--- src/design/arcl_pkg.sv ---
// Package for the converter result and compare logic
package arcl_pkg;
    // ------------------------------------------------------------
    // Register byte addresses
    // ------------------------------------------------------------
    localparam logic [7:0] ADDR_STATUS_CONTROL_TWO = 8'h00;
    localparam logic [7:0] ADDR_RESULT_HIGH = 8'h04;
    localparam logic [7:0] ADDR_RESULT_LOW = 8'h08;
    localparam logic [7:0] ADDR_MODE = 8'h0c;
    localparam logic [7:0] ADDR_COMPARE_LEVEL = 8'h10;
    localparam logic [7:0] ADDR_STATUS = 8'h14;

    // ------------------------------------------------------------
    // Field positions and widths
    // ------------------------------------------------------------
    localparam int CMP_ENABLE_BIT = 5;
    localparam int CMP_GE_BIT = 4;
    localparam int RESULT_WIDTH = 10;
    localparam int BYTE_WIDTH = 8;
    localparam int HIGH_BITS = 2;
    localparam int MODE_BIT = 0;
    localparam int STAT_LOCK_BIT = 0;
    localparam int STAT_DISCARD_BIT = 1;
    localparam int STAT_VALID_BIT = 2;

    // ------------------------------------------------------------
    // Reset values
    // ------------------------------------------------------------
    localparam logic [7:0] RESET_BYTE = 8'h00;
    localparam logic [9:0] RESET_LEVEL = 10'h000;

    // Resolution modes
    typedef enum logic [0:0] {
        ARCL_MODE_8BIT = 1'b0,
        ARCL_MODE_10BIT = 1'b1
    } arcl_mode_t;

    // Conversion-done strobe together with its raw word
    typedef struct packed {
        logic done;
        logic [9:0] data;
    } arcl_conv_t;

    // Read-order interlock states
    typedef enum logic {
        ARCL_OPEN,
        ARCL_HELD
    } arcl_lock_t;
endpackage : arcl_pkg

--- src/design/arcl_compare.sv ---
// Compare unit that decides whether a conversion result is stored
`timescale 1ns/100ps
`default_nettype none
module arcl_compare
(
    input wire logic enable,
    input wire logic ge_select,
    input wire logic [9:0] raw,
    input wire logic [9:0] level,
    output logic hit,
    output logic [9:0] processed
);
    logic below;

    // ------------------------------------------------------------
    // Compare sense and result forming
    // ------------------------------------------------------------
    // Raw value below the level
    assign below = (raw < level);

    assign hit = enable ? (ge_select ? ~below : below) : 1'b1;

    assign processed = enable ? (raw - level) : raw;
endmodule : arcl_compare
`default_nettype wire

--- src/design/arcl_top.sv ---
// Converter result registers, automatic compare and read interlock
// ------------------------------------------------------------
// ------------------------------------------------------------
`timescale 1ns/100ps
`default_nettype none
module arcl_top
(
    input wire logic pclk,
    input wire logic presetn,
    input wire logic psel,
    input wire logic penable,
    input wire logic pwrite,
    input wire logic [7:0] paddr,
    input wire logic [31:0] pwdata,
    output logic [31:0] prdata,
    output logic pready,
    output logic pslverr,
    input wire arcl_pkg::arcl_conv_t conv
);
    // ------------------------------------------------------------
    // State
    // ------------------------------------------------------------
    logic [7:0] ctrl_two;
    logic [7:0] next_ctrl_two;
    logic [7:0] result_high;
    logic [7:0] next_result_high;
    logic [7:0] result_low;
    logic [7:0] next_result_low;
    arcl_pkg::arcl_mode_t mode;
    arcl_pkg::arcl_mode_t next_mode;
    logic [9:0] cmp_level;
    logic [9:0] next_cmp_level;
    arcl_pkg::arcl_lock_t lock;
    arcl_pkg::arcl_lock_t next_lock;
    logic discarded;
    logic next_discarded;
    logic high_valid;
    logic next_high_valid;
    logic [31:0] next_prdata;
    logic next_pready;
    logic next_pslverr;
    logic cmp_hit;
    logic [9:0] cmp_value;
    logic access;
    logic wr;
    logic rd;

    // Address decode shared by read and write
    function automatic logic is_mapped(input logic [7:0] a);
        is_mapped = (a == arcl_pkg::ADDR_STATUS_CONTROL_TWO) ||
                    (a == arcl_pkg::ADDR_RESULT_HIGH) ||
                    (a == arcl_pkg::ADDR_RESULT_LOW) ||
                    (a == arcl_pkg::ADDR_MODE) ||
                    (a == arcl_pkg::ADDR_COMPARE_LEVEL) ||
                    (a == arcl_pkg::ADDR_STATUS);
    endfunction : is_mapped

    // ------------------------------------------------------------
    // Compare unit
    // ------------------------------------------------------------
    arcl_compare u_compare
    (
        .enable(ctrl_two[arcl_pkg::CMP_ENABLE_BIT]),
        .ge_select(ctrl_two[arcl_pkg::CMP_GE_BIT]),
        .raw(conv.data),
        .level(cmp_level),
        .hit(cmp_hit),
        .processed(cmp_value)
    );

    // Access phase strobes; slave answers in the second access cycle, one wait state
    assign access = psel && penable && !pready;
    assign wr = access && pwrite;
    assign rd = access && !pwrite;

    // ------------------------------------------------------------
    // Next-state logic for registers, results and interlock
    // ------------------------------------------------------------
    always_comb
    begin
        next_ctrl_two = ctrl_two;
        next_mode = mode;
        next_cmp_level = cmp_level;
        next_result_high = result_high;
        next_result_low = result_low;
        next_lock = lock;
        next_discarded = discarded;
        next_high_valid = high_valid;
        next_prdata = 32'h0000_0000;
        next_pready = access;
        next_pslverr = access && !is_mapped(paddr);

        // Software writes
        if (wr)
        begin
            case (paddr)
                arcl_pkg::ADDR_STATUS_CONTROL_TWO:
                    next_ctrl_two = pwdata[7:0];
                arcl_pkg::ADDR_MODE:
                begin
                    next_mode = arcl_pkg::arcl_mode_t'(pwdata[arcl_pkg::MODE_BIT]);
                    if (next_mode != mode)
                    begin
                        next_high_valid = 1'b0;
                        next_lock = arcl_pkg::ARCL_OPEN;
                    end
                end
                arcl_pkg::ADDR_COMPARE_LEVEL:
                    next_cmp_level = pwdata[9:0];
                arcl_pkg::ADDR_STATUS:
                    // Write one clears the discard flag
                    if (pwdata[arcl_pkg::STAT_DISCARD_BIT])
                        next_discarded = 1'b0;
                default:
                    next_ctrl_two = ctrl_two;
            endcase
        end

        // Software reads and their interlock effects
        if (rd)
        begin
            case (paddr)
                arcl_pkg::ADDR_STATUS_CONTROL_TWO:
                    next_prdata = {24'h00_0000, ctrl_two};
                arcl_pkg::ADDR_RESULT_HIGH:
                begin
                    next_prdata = {24'h00_0000, result_high};
                    // high read arms interlock in 10-bit mode
                    if (mode == arcl_pkg::ARCL_MODE_10BIT)
                        next_lock = arcl_pkg::ARCL_HELD;
                end
                arcl_pkg::ADDR_RESULT_LOW:
                begin
                    next_prdata = {24'h00_0000, result_low};
                    next_lock = arcl_pkg::ARCL_OPEN;
                end
                arcl_pkg::ADDR_MODE:
                    next_prdata = {31'h0000_0000, mode};
                arcl_pkg::ADDR_COMPARE_LEVEL:
                    next_prdata = {22'h00_0000, cmp_level};
                arcl_pkg::ADDR_STATUS:
                    next_prdata = {29'h0000_0000, high_valid, discarded,
                                   lock == arcl_pkg::ARCL_HELD};
                default:
                    next_prdata = 32'h0000_0000;
            endcase
        end

        if (conv.done)
        begin
            if (lock == arcl_pkg::ARCL_HELD)
            begin
                // result lost while interlock holds; set wins over clear
                next_discarded = 1'b1;
            end
            // load unless compare on and unmet
            else if (cmp_hit)
            begin
                next_high_valid = 1'b1;
                if (next_mode == arcl_pkg::ARCL_MODE_10BIT)
                begin
                    // top two bits only; processed value
                    next_result_high = {6'h00, cmp_value[9:8]};
                    next_result_low = cmp_value[7:0];
                end
                else
                begin
                    next_result_high = arcl_pkg::RESET_BYTE;
                    // whole 8-bit result from the top bits
                    next_result_low = cmp_value[9:2];
                end
            end
        end
        if (wr && paddr == arcl_pkg::ADDR_MODE &&
            next_mode == arcl_pkg::ARCL_MODE_8BIT)
        begin
            // entering 8-bit mode clears high bits
            next_result_high = arcl_pkg::RESET_BYTE;
        end
    end

    // ------------------------------------------------------------
    // Registers
    // ------------------------------------------------------------
    always_ff @(posedge pclk or negedge presetn)
    begin
        if (!presetn)
        begin
            ctrl_two <= arcl_pkg::RESET_BYTE;
            mode <= arcl_pkg::ARCL_MODE_8BIT;
            cmp_level <= arcl_pkg::RESET_LEVEL;
            result_high <= arcl_pkg::RESET_BYTE;
            result_low <= arcl_pkg::RESET_BYTE;
            lock <= arcl_pkg::ARCL_OPEN;
            discarded <= 1'b0;
            high_valid <= 1'b0;
            prdata <= 32'h0000_0000;
            pready <= 1'b0;
            pslverr <= 1'b0;
        end
        else
        begin
            ctrl_two <= next_ctrl_two;
            mode <= next_mode;
            cmp_level <= next_cmp_level;
            result_high <= next_result_high;
            result_low <= next_result_low;
            lock <= next_lock;
            discarded <= next_discarded;
            high_valid <= next_high_valid;
            prdata <= next_prdata;
            pready <= next_pready;
            pslverr <= next_pslverr;
        end
    end
endmodule : arcl_top
`default_nettype wire

--- config.mk ---
export PLATFORM = sky130hd
export DESIGN_NAME = arcl_top
export DESIGN_NICKNAME = d
export VERILOG_FILES = /design/src/design/arcl_pkg.sv /design/src/design/arcl_compare.sv /design/src/design/arcl_top.sv
export SDC_FILE = /design/constraint.sdc
export NUM_CORES = 1
export LEC_CHECK = 0
export ABC_AREA = 1
export BUFFER_PORTS_ARGS = -buffer_cell sky130_fd_sc_hd__clkbuf_2
export CAP_MARGIN = 25
export CORE_MARGIN = 2
export CORE_UTILIZATION = 50
export DETAILED_ROUTE_END_ITERATION = 8
export PLACE_DENSITY_LB_ADDON = 0.08
export SLEW_MARGIN = 20
export SYNTH_ARGS = -nofsm -noshare
export SYNTH_HDL_FRONTEND = slang
export SYNTH_HIERARCHICAL = 1
export SYNTH_SLANG_ARGS = --single-unit
--- constraint.sdc ---
create_clock -name pclk -period 4.29 [get_ports pclk]
set_input_delay 0.6435 -clock pclk [delete_from_list [all_inputs] [get_ports pclk]]
set_output_delay 0.6435 -clock pclk [all_outputs]
set_load 0.1 [all_outputs]
-- After elaboration in Yosys (flattened, before gate mapping)
Index checks and enable logic that the tools add are counted.
- output and inout port bits: 34
- flip-flop bits (word level): 72
- memory bits (writable): 0
- ROM bits: 0
- memories: 0
- word-level logic and storage cells: 75
- latch bits: 0
- bits of input ports: 56
- bitwise gates (word level): 3
- equal/unequal tests: 7
- div/mod/pow operators: 0
- multiply operators: 0
- add/sub/neg operators: 1
- order comparisons: 1
- multiplexer cells: 30
- reduce and logical (&&, ||, !) cells: 22
- shifts and indexed selects: 0
- operators with widths (kind ; number):
    10-bit one-hot mux with 6 select lines ; 1
    8-bit 2-to-1 mux ; 5
    1-bit 2-to-1 mux ; 20
    10-bit 2-to-1 mux ; 2
    8-bit by 4-bit equality test with 1-bit output (second input constant) ; 2
    8-bit by 5-bit equality test with 1-bit output (second input constant) ; 2
    10-bit < comparator ; 1
    10-bit subtractor ; 1
    8-bit by 3-bit equality test with 1-bit output (second input constant) ; 1
    8-bit logical NOT ; 1
    1-bit logical AND ; 7
    3-bit AND reduction ; 2
    1-bit logical OR ; 5
    2-bit AND reduction ; 2
    2-bit nonzero test ; 2
    1-bit logical NOT ; 3
    1-bit inverter ; 3
    2-bit 2-to-1 mux ; 1
    2-bit by 1-bit != test with 1-bit output (second input constant) ; 1
    1-bit one-hot mux with 2 select lines ; 1
    1-bit != test ; 1

-- Longest topological paths before layout
- depth after elaboration: 9
- mapped depth: 15
- mapped depth without buffers: 15

-- Hierarchy
Netlist, hierarchy kept.
- by module, submodules not included (module ; seq. area each (µm²) ; area an instance (µm²) ; cells an instance ; times used):
    arcl_top ; 1101.1 ; 2419.8 ; 285 ; 1
    arcl_compare ; 0.0 ; 666.9 ; 130 ; 1

-- Worst setup path before layout
OpenSTA, ideal clock, no wires.
- path kind: input to register
- from: input conv[0] in the netlist's numbering
- to: register result_high[0]
- cell stages on the path: 15
- required time: 4.173 ns
- setup slack: 1.960 ns
- arrival time: 2.213 ns
- cell sequence: inv_1 -> ha_1 -> fa_1 -> inv_1 -> nand3_1 -> nand3_1 -> nand2_1 -> nand3_1 -> nand2_1 -> nor2_1 -> clkinv_1 -> nand2_1 -> inv_1 -> nand2_1 -> nand2_1
- RTL lines (what ; RTL line ; text):
    from (decl) ; arcl_top.sv:18 ; input wire arcl_pkg::arcl_conv_t conv
    10-bit < comparator (*) ; arcl_compare.sv:19 ; assign below = (raw < level);
    1-bit inverter ; arcl_compare.sv:21 ; assign hit = enable ? (ge_select ? ~below : below) : 1'b1;
    1-bit 2-to-1 mux (*) (2 in series) ; arcl_compare.sv:21 ;
    named net cmp_hit ; arcl_top.sv:42 ; logic cmp_hit;
    2-bit nonzero test (no source line) (*) ; n/a ;
    3-bit AND reduction (no source line) (*) ; n/a ;
    to (signal assigned) ; arcl_top.sv:192 ; result_high <= arcl_pkg::RESET_BYTE;
    to (signal assigned) ; arcl_top.sv:206 ; result_high <= next_result_high;
    to (decl) ; arcl_top.sv:25 ; logic [7:0] result_high;
The timed path passes the listed nets; every way through them passes the cells marked *. The select of a mux whose other input is x is not followed.
A chain may end at the register's enable or synchronous reset.

-- Final worst setup path
Same ends and word-level chain as after synthesis.

==> summary.md <==
| Metric | Value |
|---|---|
| Post-CTS Repair Setup Buffers | `0` |
| WL met1 | `3100 um` |
| Clock sink count | `44` |
| Detailed Route WL | `6790 um` |
| Int Pwr | `0.707 mW` |
| Clk network pwr share | `0.356` |
| Gates resized, CTS repair | `0` |
| CTS buffer count | `5` |
| Yosys top cell by area | `dfrtp_1` |
| Netlist cell types | `37` |
| Sequential share of the synthesized area | `0.357` |
| NumNets Final | `531` |
| Initial core utilization | `0.518` |
| DP HPWL | `5500 um` |
| Port Buffer Count | `45` |
| Fmax achieved | `387 MHz` |
| Max_slew headroom | `0.606` |
| Period utilisation layout | `0.602` |
| Gate Count Post-Synth | `415` |
| IO Count | `90` |
| Vias in the first global route | `2419` |
| Hold-fix buffers, CTS | `0` |
| H-tree depth | `2` |
| Clock Path Buffers | `2` |
| Post-route cell area | `3450 um2` |
| DR pass1 iterations | `4` |
| Final Max Slew Viols | `0` |
| Yosys top cell area share | `0.357` |
| Worst-path clk slew | `0.08 ns` |
| Cell family with the largest share of critical-path delay | `buffers and inverters` |
| Endpoints failing hold | `0` |
| Placed cell areas | `3320 um2` |
| Status | `completed` |
| Cell Area, Synth | `3090 um2` |
| Lkg Pwr | `1.93 nW` |
| Vias post-DR | `2642` |
| CP Capture Type | `register` |
| Initial DRC count | `122` |
| Final ANT Viol Nets | `0` |
| FF+latch count, synth | `44` |
| Worst-case vdd ir drop | `0.177 mV` |
| First-pass GRT wire length | `11100 um` |
| TritonCTS clock tree | `done` |
| Die X | `82.6 um` |
| Critical path's most frequent cell | `nand2_1` |
| Clock root buffer | `clkbuf_8` |
| Seq pwr share | `0.430` |
| Worst Path Required | `4.47 ns` |
| Area grow syn2layout | `11.7%` |
| Net switching power | `0.313 mW` |
| Routed vias/inst | `4.90` |
| Post-synth ARST share | `1.00` |
| Cell Count, Final, Fillers Out | `539` |
| CP Cell Sequence | `clkbuf_2 -> inv_1 -> ha_1 -> fa_1 -> inv_1 -> nand3_1 -> nand3_1 -> nand2_1 -> nand3_1 -> nand2_1 -> nor2_1 -> buf_4 -> clkinv_1 -> nand2_1 -> inv_1 -> nand2_1 -> nand2_1` |
| Most numerous cell in the Yosys netlist | `nand2_1` |
| Crit-path max FO | `11` |
| RSZ-0062 raised after global routing | `false` |
| Synthesized area per cell | `7.44 um2` |
| Final setup fails | `0` |
| Fill count | `592` |
| Final GP Congestion | `0.890` |
| EDFF count, synth | `0` |
| Synth warn | `6` |
| Placed cell count | `532` |
| Crit path DAT | `2.77 ns` |
| Site Rows | `28` |
| Global route total overflow | `0` |
| Clock Skew | `0.00508 ns` |
| TNS Setup | `0 ns` |
| Max-Cap Viols | `0` |
| Overall global routing resource usage | `0.215` |
| PD cells | `296 nW/um2` |
| Top cells by count, synth | `nand2_1 (124), inv_1 (57), dfrtp_1 (44), nand3_1 (38), nor2_1 (29)` |
| CP startpoint | `conv[0]` |
| Reg-to-Reg Start | `cmp_level[0]$_DFFE_PN0P_` |
| Core ar. | `5960 um2` |
| Routed length on met2 | `3340 um` |
| Antenna diodes | `0` |
| Startpoint Class | `input port` |
| Worst Path Buf+Inv | `6` |
| Layout cells sized above 1 | `0.213` |
| Wirelength per Cell | `12.6 um` |
| Synth area leaders | `dfrtp_1 (36%), nand2_1 (15%), inv_1 (6.9%)` |
| DR DRC count | `0` |
| Main flop type after synthesis | `dfrtp_1` |
| Clock Latency Late Sink | `0.29 ns` |
| Gate power share | `0.214` |
| Die area | `6820 um2` |
| Antenna violations before repair | `0` |
| DR WL met3 | `306 um` |
| Critical path class | `in2reg` |
| Max incr delay on CP | `0.42 ns` |
| Sw frac | `0.307` |
| Critical-path top delay cell | `fa_1` |
| DIE HEIGHT | `82.6 um` |
| Min Tclk post-route | `2.58 ns` |
| HP Class | `in2async` |
| Largest net degree at the start of global routing | `25` |
| Top sig layer | `met4` |
| Worst Max-Slew Pin Slew | `0.591 ns` |
## per-stage QoR
stage | utilization | total power, mW | hold WS [ns] | worst slack, ns
6_report | 0.579 | 1.02 | 0.341 | 1.71
5_1_grt | 0.579 | 1.07 | 0.371 | 1.51
4_1_cts | 0.579 | 1.03 | 0.353 | 1.70
3_5_place_dp | 0.557 | 0.665 | 0.468 | 1.40
3_3_place_gp | 0.553 | 0.658 | 0.462 | 1.42
2_1_floorplan | - | 0.629 | 0.348 | 1.96
## power by group through the flow
stage / clock network (mW) / registers [mW] / logic (mW)
after detailed placement: 0 / 0.446 / 0.219
final: 0.363 / 0.438 / 0.218
after global placement: 0 / 0.446 / 0.213
after CTS: 0.369 / 0.438 / 0.219
after floorplan: 0 / 0.451 / 0.179
after global routing: 0.389 / 0.440 / 0.239
## routing by layer
| metal | vias to the layer above | GRT usage |
|---|---|---|
| met5 | - | 0 |
| met4 | 0 | 0.0459 |
| met3 | 6 | 0.0370 |
| met2 | 57 | 0.373 |
| met1 | 1225 | 0.283 |
| li1 | 1354 | - |
## worst register-to-register path, cell delays in order, from the launching register on
cell and delay, ns:
dfrtp_1 0.42, ha_1 0.23, fa_1 0.42, inv_1 0.12
nand3_1 0.12, nand3_1 0.11, nand2_1 0.05, nand3_1 0.07
nand2_1 0.05, nor2_1 0.08, buf_4 0.18, clkinv_1 0.28
nand2_1 0.15, inv_1 0.06, nand2_1 0.05, nand2_1 0.05
## state kept, by name, indices dropped and copies added (netlist names), 2 cells and up
signal,count
ctrl_two,8
cmp_level,10
result_high,2
prdata,10
result_low,8
## cell type report
class	count	area, um2	area share
sequential	44	1100	0.319
tap	75	93.8	0.0272
inverter	60	230	0.0668
timing repair buffer	47	260	0.0755
multi-input combinational	306	1630	0.474
clock inverter	2	60.1	0.0174
clock buffer	5	68.8	0.0200
## cell usage in the layout (no fill, tap or decap), types with 5 or more instances in the layout
cell	synthesis	final
nand2_1	124	124
inv_1	57	57
clkbuf_2	0	45
dfrtp_1	44	44
nand3_1	38	38
nor2_1	29	29
conb_1	1	22
nand2_2	13	13
a21oi_1	10	10
o21ai_1	10	10
ha_1	10	10
o21ai_2	9	9
o21ai_0	6	6
clkbuf_8	0	5
## path summary, 6_finish.rpt
| kind | depth (start not counted) | slack [ns] | endpoint |
|---|---|---|---|
| setup reg to reg | 15 | 1.75 | result_high[0]$_DFFE_PN0P_ |
| min in group pclk | 2 | 0.48 | high_valid$_DFF_PN0_ |
| hold / removal | 1 | 0.34 | result_low[1]$_DFFE_PN0P_ |
| max in group asynchronous | 2 | 3.43 | cmp_level[9]$_DFFE_PN0P_ |
| hold reg to reg | 2 | 0.48 | high_valid$_DFF_PN0_ |
| setup / recovery | 17 | 1.71 | result_high[0]$_DFFE_PN0P_ |
## cells by family after synthesis
logic type                 share of synthesized area
other                                        0.00121
adders and majority gates                     0.0470
xor gates and xnor gates                     0.00851
and+or+nand+nor                                0.359
buffers and inverters                          0.139
AOI/OAI and AO/OA                             0.0782
DFF                                            0.357
muxes                                        0.00973
Note: power is estimated with default switching activity, not from simulation.
